==> src/core/blc_pkg.sv <==
package blc_pkg;

   // ------------------------------------------------------------
   // Register bus map (word index)
   // ------------------------------------------------------------
   localparam logic [2:0] REG_CTRL = 3'h0;
   localparam logic [2:0] REG_STATUS = 3'h1;
   localparam logic [2:0] REG_PC = 3'h2;
   localparam logic [2:0] REG_ACC = 3'h3;
   localparam logic [2:0] REG_PSW = 3'h4;
   localparam logic [2:0] REG_PORT = 3'h5;
   localparam logic [2:0] REG_PINS = 3'h6;

   localparam int CTRL_RUN = 0;
   localparam int STATUS_BUSY = 0;
   localparam int STATUS_ILLEGAL = 1;

   // ------------------------------------------------------------
   // Flag word layout
   // ------------------------------------------------------------
   localparam int PSW_CY = 7;
   localparam int PSW_AC = 6;
   localparam int PSW_RS_HI = 4;
   localparam int PSW_RS_LO = 3;
   localparam int PSW_OV = 2;

   // ------------------------------------------------------------
   // Internal address space
   // ------------------------------------------------------------
   localparam logic [7:0] SFR_BASE = 8'h80;
   localparam logic [7:0] SFR_PORT = 8'h90;
   localparam logic [7:0] SFR_PSW = 8'hD0;
   localparam logic [7:0] SFR_ACC = 8'hE0;
   localparam logic [7:0] BIT_RAM_BASE = 8'h20;
   localparam int RAM_WORDS = 128;

   // ------------------------------------------------------------
   // Reset values
   // ------------------------------------------------------------
   localparam logic [15:0] RST_PC = 16'h0000;
   localparam logic [7:0] RST_ACC = 8'h00;
   localparam logic [7:0] RST_PSW = 8'h00;
   localparam logic [7:0] RST_PORT = 8'hFF;

   // ------------------------------------------------------------
   // Opcodes and fields
   // ------------------------------------------------------------
   localparam logic [3:0] HI_ADD_WITH_CARRY = 4'h3;
   localparam logic [3:0] HI_ANL = 4'h5;
   localparam logic [3:0] HI_COMPARE_JUMP_NOT_EQUAL = 4'hB;
   localparam logic [3:0] LO_IMM = 4'h4;
   localparam logic [3:0] LO_DIR = 4'h5;
   localparam logic [2:0] LO_IND = 3'h3;
   localparam logic [3:0] LO_DIR_A = 4'h2;
   localparam logic [3:0] LO_DIR_IMM = 4'h3;
   localparam logic [4:0] ABSOLUTE_PAGE_JUMP_LO = 5'h01;
   localparam logic [7:0] OP_ANL_C_BIT = 8'h82;
   localparam logic [7:0] OP_ANL_C_NBIT = 8'hB0;
   localparam logic [7:0] OP_CLR_A = 8'hE4;
   localparam logic [7:0] OP_CLR_C = 8'hC3;
   localparam logic [7:0] OP_CLR_BIT = 8'hC2;
   localparam logic [7:0] OP_CPL_A = 8'hF4;
   localparam logic [7:0] OP_CPL_C = 8'hB3;
   localparam logic [7:0] OP_CPL_BIT = 8'hB2;
   localparam logic [7:0] OP_DA = 8'hD4;
   localparam logic [7:0] OP_NOP = 8'h00;

   // ------------------------------------------------------------
   // Decimal adjust
   // ------------------------------------------------------------
   localparam logic [3:0] BCD_MAX = 4'h9;
   localparam logic [8:0] BCD_LO_FIX = 9'h006;
   localparam logic [8:0] BCD_HI_FIX = 9'h060;

   typedef enum logic [2:0] {
      BLC_IDLE,
      BLC_ADDR,
      BLC_WAIT,
      BLC_LOAD,
      BLC_EXEC
   } blc_state_type;

endpackage : blc_pkg

==> src/core/blc_add_adjust.sv <==
`timescale 1ns/1ns
module blc_add_adjust (
   // Operands
   input wire logic [7:0] a,
   input wire logic [7:0] b,
   input wire logic cin,
   input wire logic ac_in,
   input wire logic adjust,
   // Results
   output logic [7:0] res,
   output logic cy,
   output logic ac,
   output logic ov
);
   logic [4:0] low;
   logic [7:0] mid;
   logic [8:0] full;
   logic [8:0] fix;

   always_comb begin
      low = {1'b0, a[3:0]} + {1'b0, b[3:0]} + {4'h0, cin};
      mid = {1'b0, a[6:0]} + {1'b0, b[6:0]} + {7'h00, cin};
      full = {1'b0, a} + {1'b0, b} + {8'h00, cin};
      fix = {1'b0, a};
      if (adjust) begin
         // Adjust only ever sets carry, never clears it
         cy = cin;
         ac = ac_in;
         if (a[3:0] > blc_pkg::BCD_MAX || ac_in) begin
            fix = fix + blc_pkg::BCD_LO_FIX;
            cy = cy | fix[8];
         end
         if (fix[7:4] > blc_pkg::BCD_MAX || cy) begin
            fix = {1'b0, fix[7:0]} + blc_pkg::BCD_HI_FIX;
            cy = cy | fix[8];
         end
         res = fix[7:0];
         ov = 1'b0;
      end else begin
         res = full[7:0];
         cy = full[8];
         ac = low[4];
         ov = mid[7] ^ full[8];
      end
   end
endmodule : blc_add_adjust

==> src/core/blc_exec.sv <==
`timescale 1ns/1ns
// Operation
// - Add-with-carry sums accumulator, carry and source into accumulator in one cycle.
// - Absolute jump: two bytes, two cycles, replaces low 11 PC bits.
// - Byte AND stores bitwise AND in destination, flags untouched.
// - Read-modify-write on the output port reads the latch, not pins.
// - Byte AND opcodes 0x52-0x5F; direct-immediate form three bytes, two cycles.
// - Bit AND clears carry when source bit (or complement) is zero.
// - Bit AND into carry uses a direct bit address, two bytes, two cycles.
// - Compare-and-jump branches on inequality to next PC plus signed offset.
// - Compare-and-jump sets carry when destination is below source, else clears.
// - Compare-and-jump is three bytes, two cycles, opcodes 0xB4-0xBF.
// - Clear-accumulator zeroes all eight bits, no flag changes.
// - Clear-bit zeroes carry or any direct bit in one cycle.
// - Complement-accumulator inverts all bits in one cycle, no flags.
// - Complement-bit inverts carry or any direct bit in one cycle.
// - Decimal adjust turns a packed-BCD sum into two decimal digits.
// - Add-with-carry sets carry from bit 7, auxiliary carry from bit 3.
// - Overflow set when exactly one of bit 6 and bit 7 carries out.
// - Adjust adds six to low nibble above nine or on auxiliary carry.
// - Adjust adds six to high nibble on carry or above nine; overflow kept.
module blc_exec (
   // Clock and reset
   input wire logic clk,
   input wire logic rst_n,
   // Register bus
   input wire logic [2:0] avs_address,
   input wire logic avs_read,
   input wire logic avs_write,
   input wire logic [31:0] avs_writedata,
   output logic [31:0] avs_readdata,
   output logic avs_waitrequest,
   // Program memory
   output logic [15:0] pmem_addr,
   output logic pmem_rd,
   input wire logic [7:0] pmem_rdata,
   // Output port
   input wire logic [7:0] port_pins,
   output logic [7:0] port_out
);
   typedef struct packed {
      blc_pkg::blc_state_type st;
      logic [1:0] idx;
      logic cyc;
      logic [7:0] op;
      logic [7:0] b1;
      logic [7:0] b2;
      logic [15:0] pc;
      logic [7:0] acc;
      logic [7:0] psw;
      logic [7:0] port;
      logic [7:0] pins_m;
      logic [7:0] pins_s;
      logic [blc_pkg::RAM_WORDS-1:0][7:0] ram;
      logic run;
      logic illegal;
      logic [15:0] pmem_addr;
      logic pmem_rd;
      logic av_wait;
      logic [31:0] av_rdata;
   } blc_regs_type;
   blc_regs_type q;
   blc_regs_type d;
   // ------------------------------------------------------------
   // Decode helpers
   // ------------------------------------------------------------
   // Length zero marks an opcode this unit does not execute
   function automatic logic [1:0] op_len(input logic [7:0] op);
      logic [1:0] n;
      n = 2'd0;
      if (op[4:0] == blc_pkg::ABSOLUTE_PAGE_JUMP_LO) begin
         n = 2'd2;
      end else if (op[7:4] == blc_pkg::HI_ADD_WITH_CARRY || op[7:4] == blc_pkg::HI_ANL) begin
         if (op[3] || op[3:1] == blc_pkg::LO_IND) begin
            n = 2'd1;
         end else if (op[3:0] == blc_pkg::LO_IMM || op[3:0] == blc_pkg::LO_DIR) begin
            n = 2'd2;
         end else if (op[7:4] == blc_pkg::HI_ANL && op[3:0] == blc_pkg::LO_DIR_A) begin
            n = 2'd2;
         end else if (op[7:4] == blc_pkg::HI_ANL && op[3:0] == blc_pkg::LO_DIR_IMM) begin
            n = 2'd3;
         end
      end else if (op[7:4] == blc_pkg::HI_COMPARE_JUMP_NOT_EQUAL && op[3:0] >= blc_pkg::LO_IMM) begin
         n = 2'd3;
      end else if (op == blc_pkg::OP_ANL_C_BIT || op == blc_pkg::OP_ANL_C_NBIT
                   || op == blc_pkg::OP_CLR_BIT || op == blc_pkg::OP_CPL_BIT) begin
         n = 2'd2;
      end else if (op == blc_pkg::OP_CLR_A || op == blc_pkg::OP_CLR_C
                   || op == blc_pkg::OP_CPL_A || op == blc_pkg::OP_CPL_C
                   || op == blc_pkg::OP_DA || op == blc_pkg::OP_NOP) begin
         n = 2'd1;
      end
      return n;
   endfunction : op_len
   function automatic logic two_cycle(input logic [7:0] op);
      return op[4:0] == blc_pkg::ABSOLUTE_PAGE_JUMP_LO
         || op == {blc_pkg::HI_ANL, blc_pkg::LO_DIR_IMM}
         || op == blc_pkg::OP_ANL_C_BIT || op == blc_pkg::OP_ANL_C_NBIT
         || (op[7:4] == blc_pkg::HI_COMPARE_JUMP_NOT_EQUAL && op[3:0] >= blc_pkg::LO_IMM);
   endfunction : two_cycle
   // Port reads see pins normally, the latch inside read-modify-write
   function automatic logic [7:0] rd_dir(input blc_regs_type s, input logic [7:0] a,
                                         input logic rmw);
      logic [7:0] v;
      v = 8'h00;
      if (a < blc_pkg::SFR_BASE) begin
         v = s.ram[a[6:0]];
      end else if (a == blc_pkg::SFR_ACC) begin
         v = s.acc;
      end else if (a == blc_pkg::SFR_PSW) begin
         v = s.psw;
      end else if (a == blc_pkg::SFR_PORT) begin
         v = rmw ? s.port : s.pins_s;
      end
      return v;
   endfunction : rd_dir
   function automatic logic [7:0] bit_byte(input logic [7:0] b);
      return (b < blc_pkg::SFR_BASE) ? blc_pkg::BIT_RAM_BASE + {4'h0, b[6:3]} : {b[7:3], 3'h0};
   endfunction : bit_byte
   // ------------------------------------------------------------
   // Datapath
   // ------------------------------------------------------------
   logic [7:0] wreg;
   logic [7:0] ptr;
   logic [7:0] ind;
   logic [7:0] src;
   logic [7:0] dst;
   logic [7:0] bbyte;
   logic [7:0] bmask;
   logic [7:0] sum;
   logic sum_cy;
   logic sum_ac;
   logic sum_ov;
   logic [1:0] len;
   logic wr_en;
   logic [7:0] wr_addr;
   logic [7:0] wr_val;
   always_comb begin
      wreg = q.ram[{2'h0, q.psw[blc_pkg::PSW_RS_HI:blc_pkg::PSW_RS_LO], q.op[2:0]}];
      ptr = q.ram[{2'h0, q.psw[blc_pkg::PSW_RS_HI:blc_pkg::PSW_RS_LO], 2'h0, q.op[0]}];
      ind = q.ram[ptr[6:0]];
      // Register and indirect compares take the immediate byte as source
      if (q.op[7:4] == blc_pkg::HI_COMPARE_JUMP_NOT_EQUAL && q.op[3:0] != blc_pkg::LO_DIR) begin
         src = q.b1;
      end else if (q.op[3]) begin
         src = wreg;
      end else if (q.op[3:1] == blc_pkg::LO_IND) begin
         src = ind;
      end else if (q.op[3:0] == blc_pkg::LO_DIR) begin
         src = rd_dir(q, q.b1, 1'b0);
      end else begin
         src = q.b1;
      end
      bbyte = bit_byte(q.b1);
      bmask = 8'h01 << q.b1[2:0];
   end
   blc_add_adjust u_alu (
      .a(q.acc),
      .b(src),
      .cin(q.psw[blc_pkg::PSW_CY]),
      .ac_in(q.psw[blc_pkg::PSW_AC]),
      .adjust(q.op == blc_pkg::OP_DA),
      .res(sum),
      .cy(sum_cy),
      .ac(sum_ac),
      .ov(sum_ov)
   );
   // ------------------------------------------------------------
   // Next state
   // ------------------------------------------------------------
   always_comb begin
      d = q;
      dst = q.acc;
      wr_en = 1'b0;
      wr_addr = 8'h00;
      wr_val = 8'h00;
      len = op_len(q.op);
      d.pins_m = port_pins;
      d.pins_s = q.pins_m;
      d.pmem_rd = 1'b0;
      // Bus slave: one wait cycle, then answer; software writes land first
      d.av_wait = 1'b1;
      if ((avs_read || avs_write) && q.av_wait) begin
         d.av_wait = 1'b0;
         unique case (avs_address)
            blc_pkg::REG_CTRL: d.av_rdata = {31'h0, q.run};
            blc_pkg::REG_STATUS: d.av_rdata = {30'h0, q.illegal, q.st != blc_pkg::BLC_IDLE};
            blc_pkg::REG_PC: d.av_rdata = {16'h0, q.pc};
            blc_pkg::REG_ACC: d.av_rdata = {24'h0, q.acc};
            blc_pkg::REG_PSW: d.av_rdata = {24'h0, q.psw};
            blc_pkg::REG_PORT: d.av_rdata = {24'h0, q.port};
            blc_pkg::REG_PINS: d.av_rdata = {24'h0, q.pins_s};
            default: d.av_rdata = 32'h0;
         endcase
      end
      if (avs_write && !q.av_wait) begin
         unique case (avs_address)
            blc_pkg::REG_CTRL: d.run = avs_writedata[blc_pkg::CTRL_RUN];
            blc_pkg::REG_STATUS: begin
               if (avs_writedata[blc_pkg::STATUS_ILLEGAL]) begin
                  d.illegal = 1'b0;
               end
            end
            blc_pkg::REG_PC: d.pc = avs_writedata[15:0];
            blc_pkg::REG_ACC: d.acc = avs_writedata[7:0];
            blc_pkg::REG_PSW: d.psw = avs_writedata[7:0];
            blc_pkg::REG_PORT: d.port = avs_writedata[7:0];
            default: d.run = d.run;
         endcase
      end
      unique case (q.st)
         blc_pkg::BLC_IDLE: begin
            d.idx = 2'd0;
            if (q.run) begin
               d.st = blc_pkg::BLC_ADDR;
            end
         end
         blc_pkg::BLC_ADDR: begin
            d.pmem_addr = q.pc + {14'h0, q.idx};
            d.pmem_rd = 1'b1;
            d.st = blc_pkg::BLC_WAIT;
         end
         blc_pkg::BLC_WAIT: d.st = blc_pkg::BLC_LOAD;
         blc_pkg::BLC_LOAD: begin
            if (q.idx == 2'd0) begin
               d.op = pmem_rdata;
               len = op_len(pmem_rdata);
            end else if (q.idx == 2'd1) begin
               d.b1 = pmem_rdata;
            end else begin
               d.b2 = pmem_rdata;
            end
            // Unknown opcodes stop the core; software restarts it
            if (len == 2'd0) begin
               d.illegal = 1'b1;
               d.run = 1'b0;
               d.st = blc_pkg::BLC_IDLE;
            end else if (q.idx + 2'd1 < len) begin
               d.idx = q.idx + 2'd1;
               d.st = blc_pkg::BLC_ADDR;
            end else begin
               d.pc = q.pc + {14'h0, len};
               d.cyc = two_cycle(d.op);
               d.st = blc_pkg::BLC_EXEC;
            end
         end
         blc_pkg::BLC_EXEC: begin
            // Two-cycle forms spend the first cycle here idle
            if (q.cyc) begin
               d.cyc = 1'b0;
            end else begin
               d.idx = 2'd0;
               d.st = q.run ? blc_pkg::BLC_ADDR : blc_pkg::BLC_IDLE;
               if (q.op[4:0] == blc_pkg::ABSOLUTE_PAGE_JUMP_LO) begin
                  d.pc = {q.pc[15:11], q.op[7:5], q.b1};
               end else if (q.op[7:4] == blc_pkg::HI_ADD_WITH_CARRY || q.op == blc_pkg::OP_DA) begin
                  d.acc = sum;
                  d.psw[blc_pkg::PSW_CY] = sum_cy;
                  d.psw[blc_pkg::PSW_AC] = sum_ac;
                  if (q.op != blc_pkg::OP_DA) begin
                     d.psw[blc_pkg::PSW_OV] = sum_ov;
                  end
               end else if (q.op[7:4] == blc_pkg::HI_ANL) begin
                  if (q.op[3:0] == blc_pkg::LO_DIR_A) begin
                     wr_en = 1'b1;
                     wr_addr = q.b1;
                     wr_val = rd_dir(q, q.b1, 1'b1) & q.acc;
                  end else if (q.op[3:0] == blc_pkg::LO_DIR_IMM) begin
                     wr_en = 1'b1;
                     wr_addr = q.b1;
                     wr_val = rd_dir(q, q.b1, 1'b1) & q.b2;
                  end else begin
                     d.acc = q.acc & src;
                  end
               end else if (q.op[7:4] == blc_pkg::HI_COMPARE_JUMP_NOT_EQUAL && q.op[3:0] >= blc_pkg::LO_IMM) begin
                  if (q.op[3]) begin
                     dst = wreg;
                  end else if (q.op[3:1] == blc_pkg::LO_IND) begin
                     dst = ind;
                  end
                  d.psw[blc_pkg::PSW_CY] = dst < src;
                  if (dst != src) begin
                     d.pc = q.pc + {{8{q.b2[7]}}, q.b2};
                  end
               end else if (q.op == blc_pkg::OP_ANL_C_BIT || q.op == blc_pkg::OP_ANL_C_NBIT) begin
                  if (((rd_dir(q, bbyte, 1'b0) & bmask) != 8'h00) == q.op[5]) begin
                     d.psw[blc_pkg::PSW_CY] = 1'b0;
                  end
               end else if (q.op == blc_pkg::OP_CLR_A) begin
                  d.acc = 8'h00;
               end else if (q.op == blc_pkg::OP_CPL_A) begin
                  d.acc = ~q.acc;
               end else if (q.op == blc_pkg::OP_CLR_C) begin
                  d.psw[blc_pkg::PSW_CY] = 1'b0;
               end else if (q.op == blc_pkg::OP_CPL_C) begin
                  d.psw[blc_pkg::PSW_CY] = ~q.psw[blc_pkg::PSW_CY];
               end else if (q.op == blc_pkg::OP_CLR_BIT || q.op == blc_pkg::OP_CPL_BIT) begin
                  wr_en = 1'b1;
                  wr_addr = bbyte;
                  wr_val = (q.op == blc_pkg::OP_CLR_BIT) ? rd_dir(q, bbyte, 1'b1) & ~bmask
                                                         : rd_dir(q, bbyte, 1'b1) ^ bmask;
               end
            end
         end
         default: d.st = blc_pkg::BLC_IDLE;
      endcase
      if (wr_en) begin
         if (wr_addr < blc_pkg::SFR_BASE) begin
            d.ram[wr_addr[6:0]] = wr_val;
         end else if (wr_addr == blc_pkg::SFR_ACC) begin
            d.acc = wr_val;
         end else if (wr_addr == blc_pkg::SFR_PSW) begin
            d.psw = wr_val;
         end else if (wr_addr == blc_pkg::SFR_PORT) begin
            d.port = wr_val;
         end
      end
   end
   always_ff @(posedge clk or negedge rst_n) begin
      if (!rst_n) begin
         q <= '0;
         q.st <= blc_pkg::BLC_IDLE;
         q.pc <= blc_pkg::RST_PC;
         q.acc <= blc_pkg::RST_ACC;
         q.psw <= blc_pkg::RST_PSW;
         q.port <= blc_pkg::RST_PORT;
         q.av_wait <= 1'b1;
      end else begin
         q <= d;
      end
   end
   assign avs_readdata = q.av_rdata;
   assign avs_waitrequest = q.av_wait;
   assign pmem_addr = q.pmem_addr;
   assign pmem_rd = q.pmem_rd;
   assign port_out = q.port;
endmodule : blc_exec

==> config.mk <==
export PLATFORM = sky130hd
export DESIGN_NAME = blc_exec
export DESIGN_NICKNAME = d
export VERILOG_FILES = /design/src/core/blc_pkg.sv /design/src/core/blc_add_adjust.sv /design/src/core/blc_exec.sv
export SDC_FILE = /design/constraint.sdc
export NUM_CORES = 2
export LEC_CHECK = 0
export ABC_AREA = 0
export BUFFER_PORTS_ARGS = -buffer_cell sky130_fd_sc_hd__buf_2
export CAP_MARGIN = 20
export CORE_MARGIN = 2
export CORE_UTILIZATION = 60
export CTS_CLUSTER_DIAMETER = 120
export DETAILED_ROUTE_END_ITERATION = 8
export GPL_ROUTABILITY_DRIVEN = 0
export PLACE_DENSITY = 0.77
export SETUP_SLACK_MARGIN = 0.5
export SLEW_MARGIN = 40
export SYNTH_ARGS = -nofsm -noshare
export SYNTH_HDL_FRONTEND = slang
export SYNTH_SLANG_ARGS = --single-unit
==> constraint.sdc <==
create_clock -name clk -period 6.5 [get_ports clk]
set_clock_uncertainty 0.1 [all_clocks]
set_input_delay 0.65 -clock clk [delete_from_list [all_inputs] [get_ports clk]]
set_output_delay 0.65 -clock clk [all_outputs]
set_load 0.01 [all_outputs]
==> impl_results.md <==
* Outcome: complete, but fails checks
* Failing checks: design-rule violations
* Initial Util at 60.2%
* Top delay family on crit path: compound AO/OA/AOI/OAI gates
* TritonCTS clock tree: done
* Fraction of registers with async set/reset at 100%
* Worst slew margin at around 36%
* # IOs at approximately 110
* Die W at between 300 and 400 um
* 1st-iter DRT viols at about 11,000
* Synthesis warning total at 0
* Drt via density at 7.15
* Cell mode on critical path: buf_4
* Arrival @ worst endpoint at ~6.5 ns
* Post-Synthesis Cells at approximately 7,400
* Critical path required time at approximately 7 ns
* Post-route ant nets at 0
* Setup ws final at around 0.5 ns
* Vias in the first global route at between 50,000 and 60,000
* Setup TNS at 0 ns
* Filler cell count at ~8,000
* Max-Cap Viols at 0
* Largest net degree at the start of global routing at around 160
* CTS Buffer Depth at 3
* Core Area at about 110,000 sq um
* H-tree levels at 3
* Tot GR Track Use at a little over two fifths
* Final setup vio count at 0
* Total CTS buffers at 118
* Average cell area after synthesis at approximately 9 sq um
* Tmin final at 6.00 ns
* Clock slew at reported path FFs at around 0.060 ns
* Hold depth at 3
* Final non-filler cell area at roughly 76,000 sq um
* RSZ-0062 raised after global routing: false
* Placed Area at 70,100 sq um
* Vert. Die Dim at ~340 um
* CP endpoint kind: register
* Worst min path class: in2reg
* Number of synthesized flops with an enable pin at 0
* Worst Setup SP: q[1148]$_DFFE_PN0P_
* Final period utilization at ~90%
* VDD IR-drop max at 223 uV
* #FFs+latches synth at about 1,100
* Drt total wl at about 250 mm
* Power per Cell Area at 322 nW/um^2
* DRC at 5
* Global-route wire length before repair at around 370 mm
* Reg2Reg Capture Point: q[1102]$_DFF_PN0_
* Initial antenna violation count at 10
* Slew Viols, Final at 0
* F_max at approximately 170 MHz
* Register area at about 29,000 sq um
* Register-to-register setup slack at roughly 0.5 ns
* Critical path depth at 26
* R2r worst-path depth at 26
* Worst-path cell with the longest stage delay: mux4_2
* Worst-Skew Late Latency at between 0.7 and 0.8 ns
* Hold_ws at about 0.076 ns
* Seq/Total Area, Yosys at 42.4%
* Cell variety after synth at 85
* Max incr delay on CP at between 0.5 and 0.6 ns
* Pre-CTS setup slack at ~0.19 ns
* R2r startpoint: q[1148]$_DFFE_PN0P_
* Sink Count at around 1,100
* Crit path max fanout at 6
* Gr ovfl total at 0
* Via count at 63,503
* Die area at between 100,000 and 150,000 sq um
* CTS root buffer: clkbuf_16
* Hold Vio Cnt, Final at 0
* CP Class: reg2reg
* NumNets Final at 7,388
* Top FF cell, synth: dfrtp_1
* DRT Pass-1 Iters at 9
* Share of layout cells above drive strength 1 at around 17%
* WP buf/inv at 6
* Post-detail-place hpwl at 163 mm
* IO buf count at 80
* Num rows at 123
* Multi-input gate area at 36,500 sq um
* Mapped cell area at between 60,000 and 70,000 sq um
* Leak pwr at around 30 nW
* Hold worst-path end: q[1127]$_DFFE_PN0P_
* Routed wire per std cell at 28.0 um
* Syn-to-layout area delta at 12.4%
* Critical Path Start Type: register
* Hold Crit Start: avs_writedata[11]
* Tightest Pin Transition at just under 1 ns
-- how the worst max path moves through the flow --
stage                               end  slack [ns]
floorplan             q[1102]$_DFF_PN0_        0.79
global placement    q[1128]$_DFFE_PN0P_        0.18
detailed placement  q[1128]$_DFFE_PN0P_        0.19
CTS                   q[1114]$_DFF_PN0_        0.51
global route          q[1102]$_DFF_PN0_        0.40
finish                q[1102]$_DFF_PN0_        0.50
-- placed cells by master, fill, tap and decap left out, types with 21 or more instances in the layout --
master and instances:
a211oi_1 23, a21o_1 24, a21oi_1 207, a221oi_1 21
a22o_1 29, a22oi_1 35, a31oi_1 89, a32oi_1 65
buf_12 54, buf_2 79, buf_4 240, bufinv_16 24
clkbuf_16 133, clkinv_2 24, dfrtp_1 1130, ha_1 49
inv_1 37, mux2_2 60, mux2i_1 141, mux4_2 442
nand2_1 2134, nand3_1 352, nand4_1 144, nor2_1 237
nor2b_1 22, nor3_1 37, o21ai_0 1015, xnor2_1 32
-- layer usage --
metal	vias to the layer above	wire length [um]	track usage (%)
li1	26141	-	-
met1	30336	83200	53.0
met2	5530	105000	60.2
met3	1482	39700	16.2
met4	14	21100	27.8
met5	-	159	0
-- power by group --
group          switching [W]  leakage [nW]  internal (W)
Sequential          0.000821          15.8       0.00740
Combinational        0.00508          12.1       0.00347
Clock                0.00311          2.12       0.00456
Total                0.00901          30.0        0.0154
-- repair_timing --
action	in CTS	in global routing
hold buffers	9	0
endpoints found under the setup margin	19	22
gates cloned	2	14
gates resized for setup	15	97
buffers inserted	9	37
pin swaps	1	34
hold endpoints to repair	45	0
-- registers in the layout, indices dropped and copies added, names as in the netlist --
| register | count |
|---|---|
| avs_waitrequest | 1 |
| pmem_rd | 1 |
| pmem_addr | 16 |
| port_out | 8 |
| q | 1096 |
| d | 8 |
| avs_readdata | 16 |
-- cell type report --
type / instances / share of cell area, %
well taps: 1500 / 2.47
diodes: 7 / 0.0231
inverters: 42 / 0.214
flip-flops and latches: 1146 / 37.8
clock buffers: 155 / 4.39
clock inverters: 66 / 1.32
multi-input cells: 5539 / 48.0
repair buffers: 432 / 5.78
-- worst min-delay path, delay by kind of cell --
kind	cells	cell delay [ns]
buf+inv	1	0.09
compound gates	2	0.16
-- stage by stage --
| step | power, W | util (%) | cells |
|---|---|---|---|
| finish | 0.0244 | 67.7 | 8887 |
| global route | 0.0251 | 67.7 | 8881 |
| CTS | 0.0237 | 66.6 | 8826 |
| detailed placement | 0.0160 | 62.5 | 8585 |
| global placement | 0.0159 | 62.3 | 8580 |
| floorplan | 0.0135 | - | 7380 |
-- synth_stat cells (20+ instances only) --
master       n  area (sq um)
o21ai_0   1023          5120
buf_4       71           533
nand4_1    144           901
a31oi_1     94           588
a32oi_1     65           569
clkbuf_1   401          1510
a211oi_1    25           188
buf_2       87           435
mux4_2     442          9950
xnor2_1     32           280
buf_1       76           285
a21oi_1    222          1110
o22ai_1     20           125
mux2_2      61           687
nand2_1   2135          8010
mux2i_1    147          1470
a22oi_1     41           308
inv_1       39           146
xor2_1      20           175
nor3_1      41           205
nor2_1     256           961
a22o_1      29           254
nor2b_1     25           156
a21o_1      25           188
ha_1        49           613
a221oi_1    24           210
dfrtp_1   1137         28500
nand3_1    355          1780
-- cell families after synthesis --
| family | share of synthesized area, % |
|---|---|
| simple gates | 18.9 |
| fa+ha+maj | 1.06 |
| flops | 42.4 |
| buf+inv | 4.51 |
| mux | 17.9 |
| xor+xnor | 0.674 |
| other cells | 0.00555 |
| compound gates | 14.5 |
(Power assumes the default switching activity.)
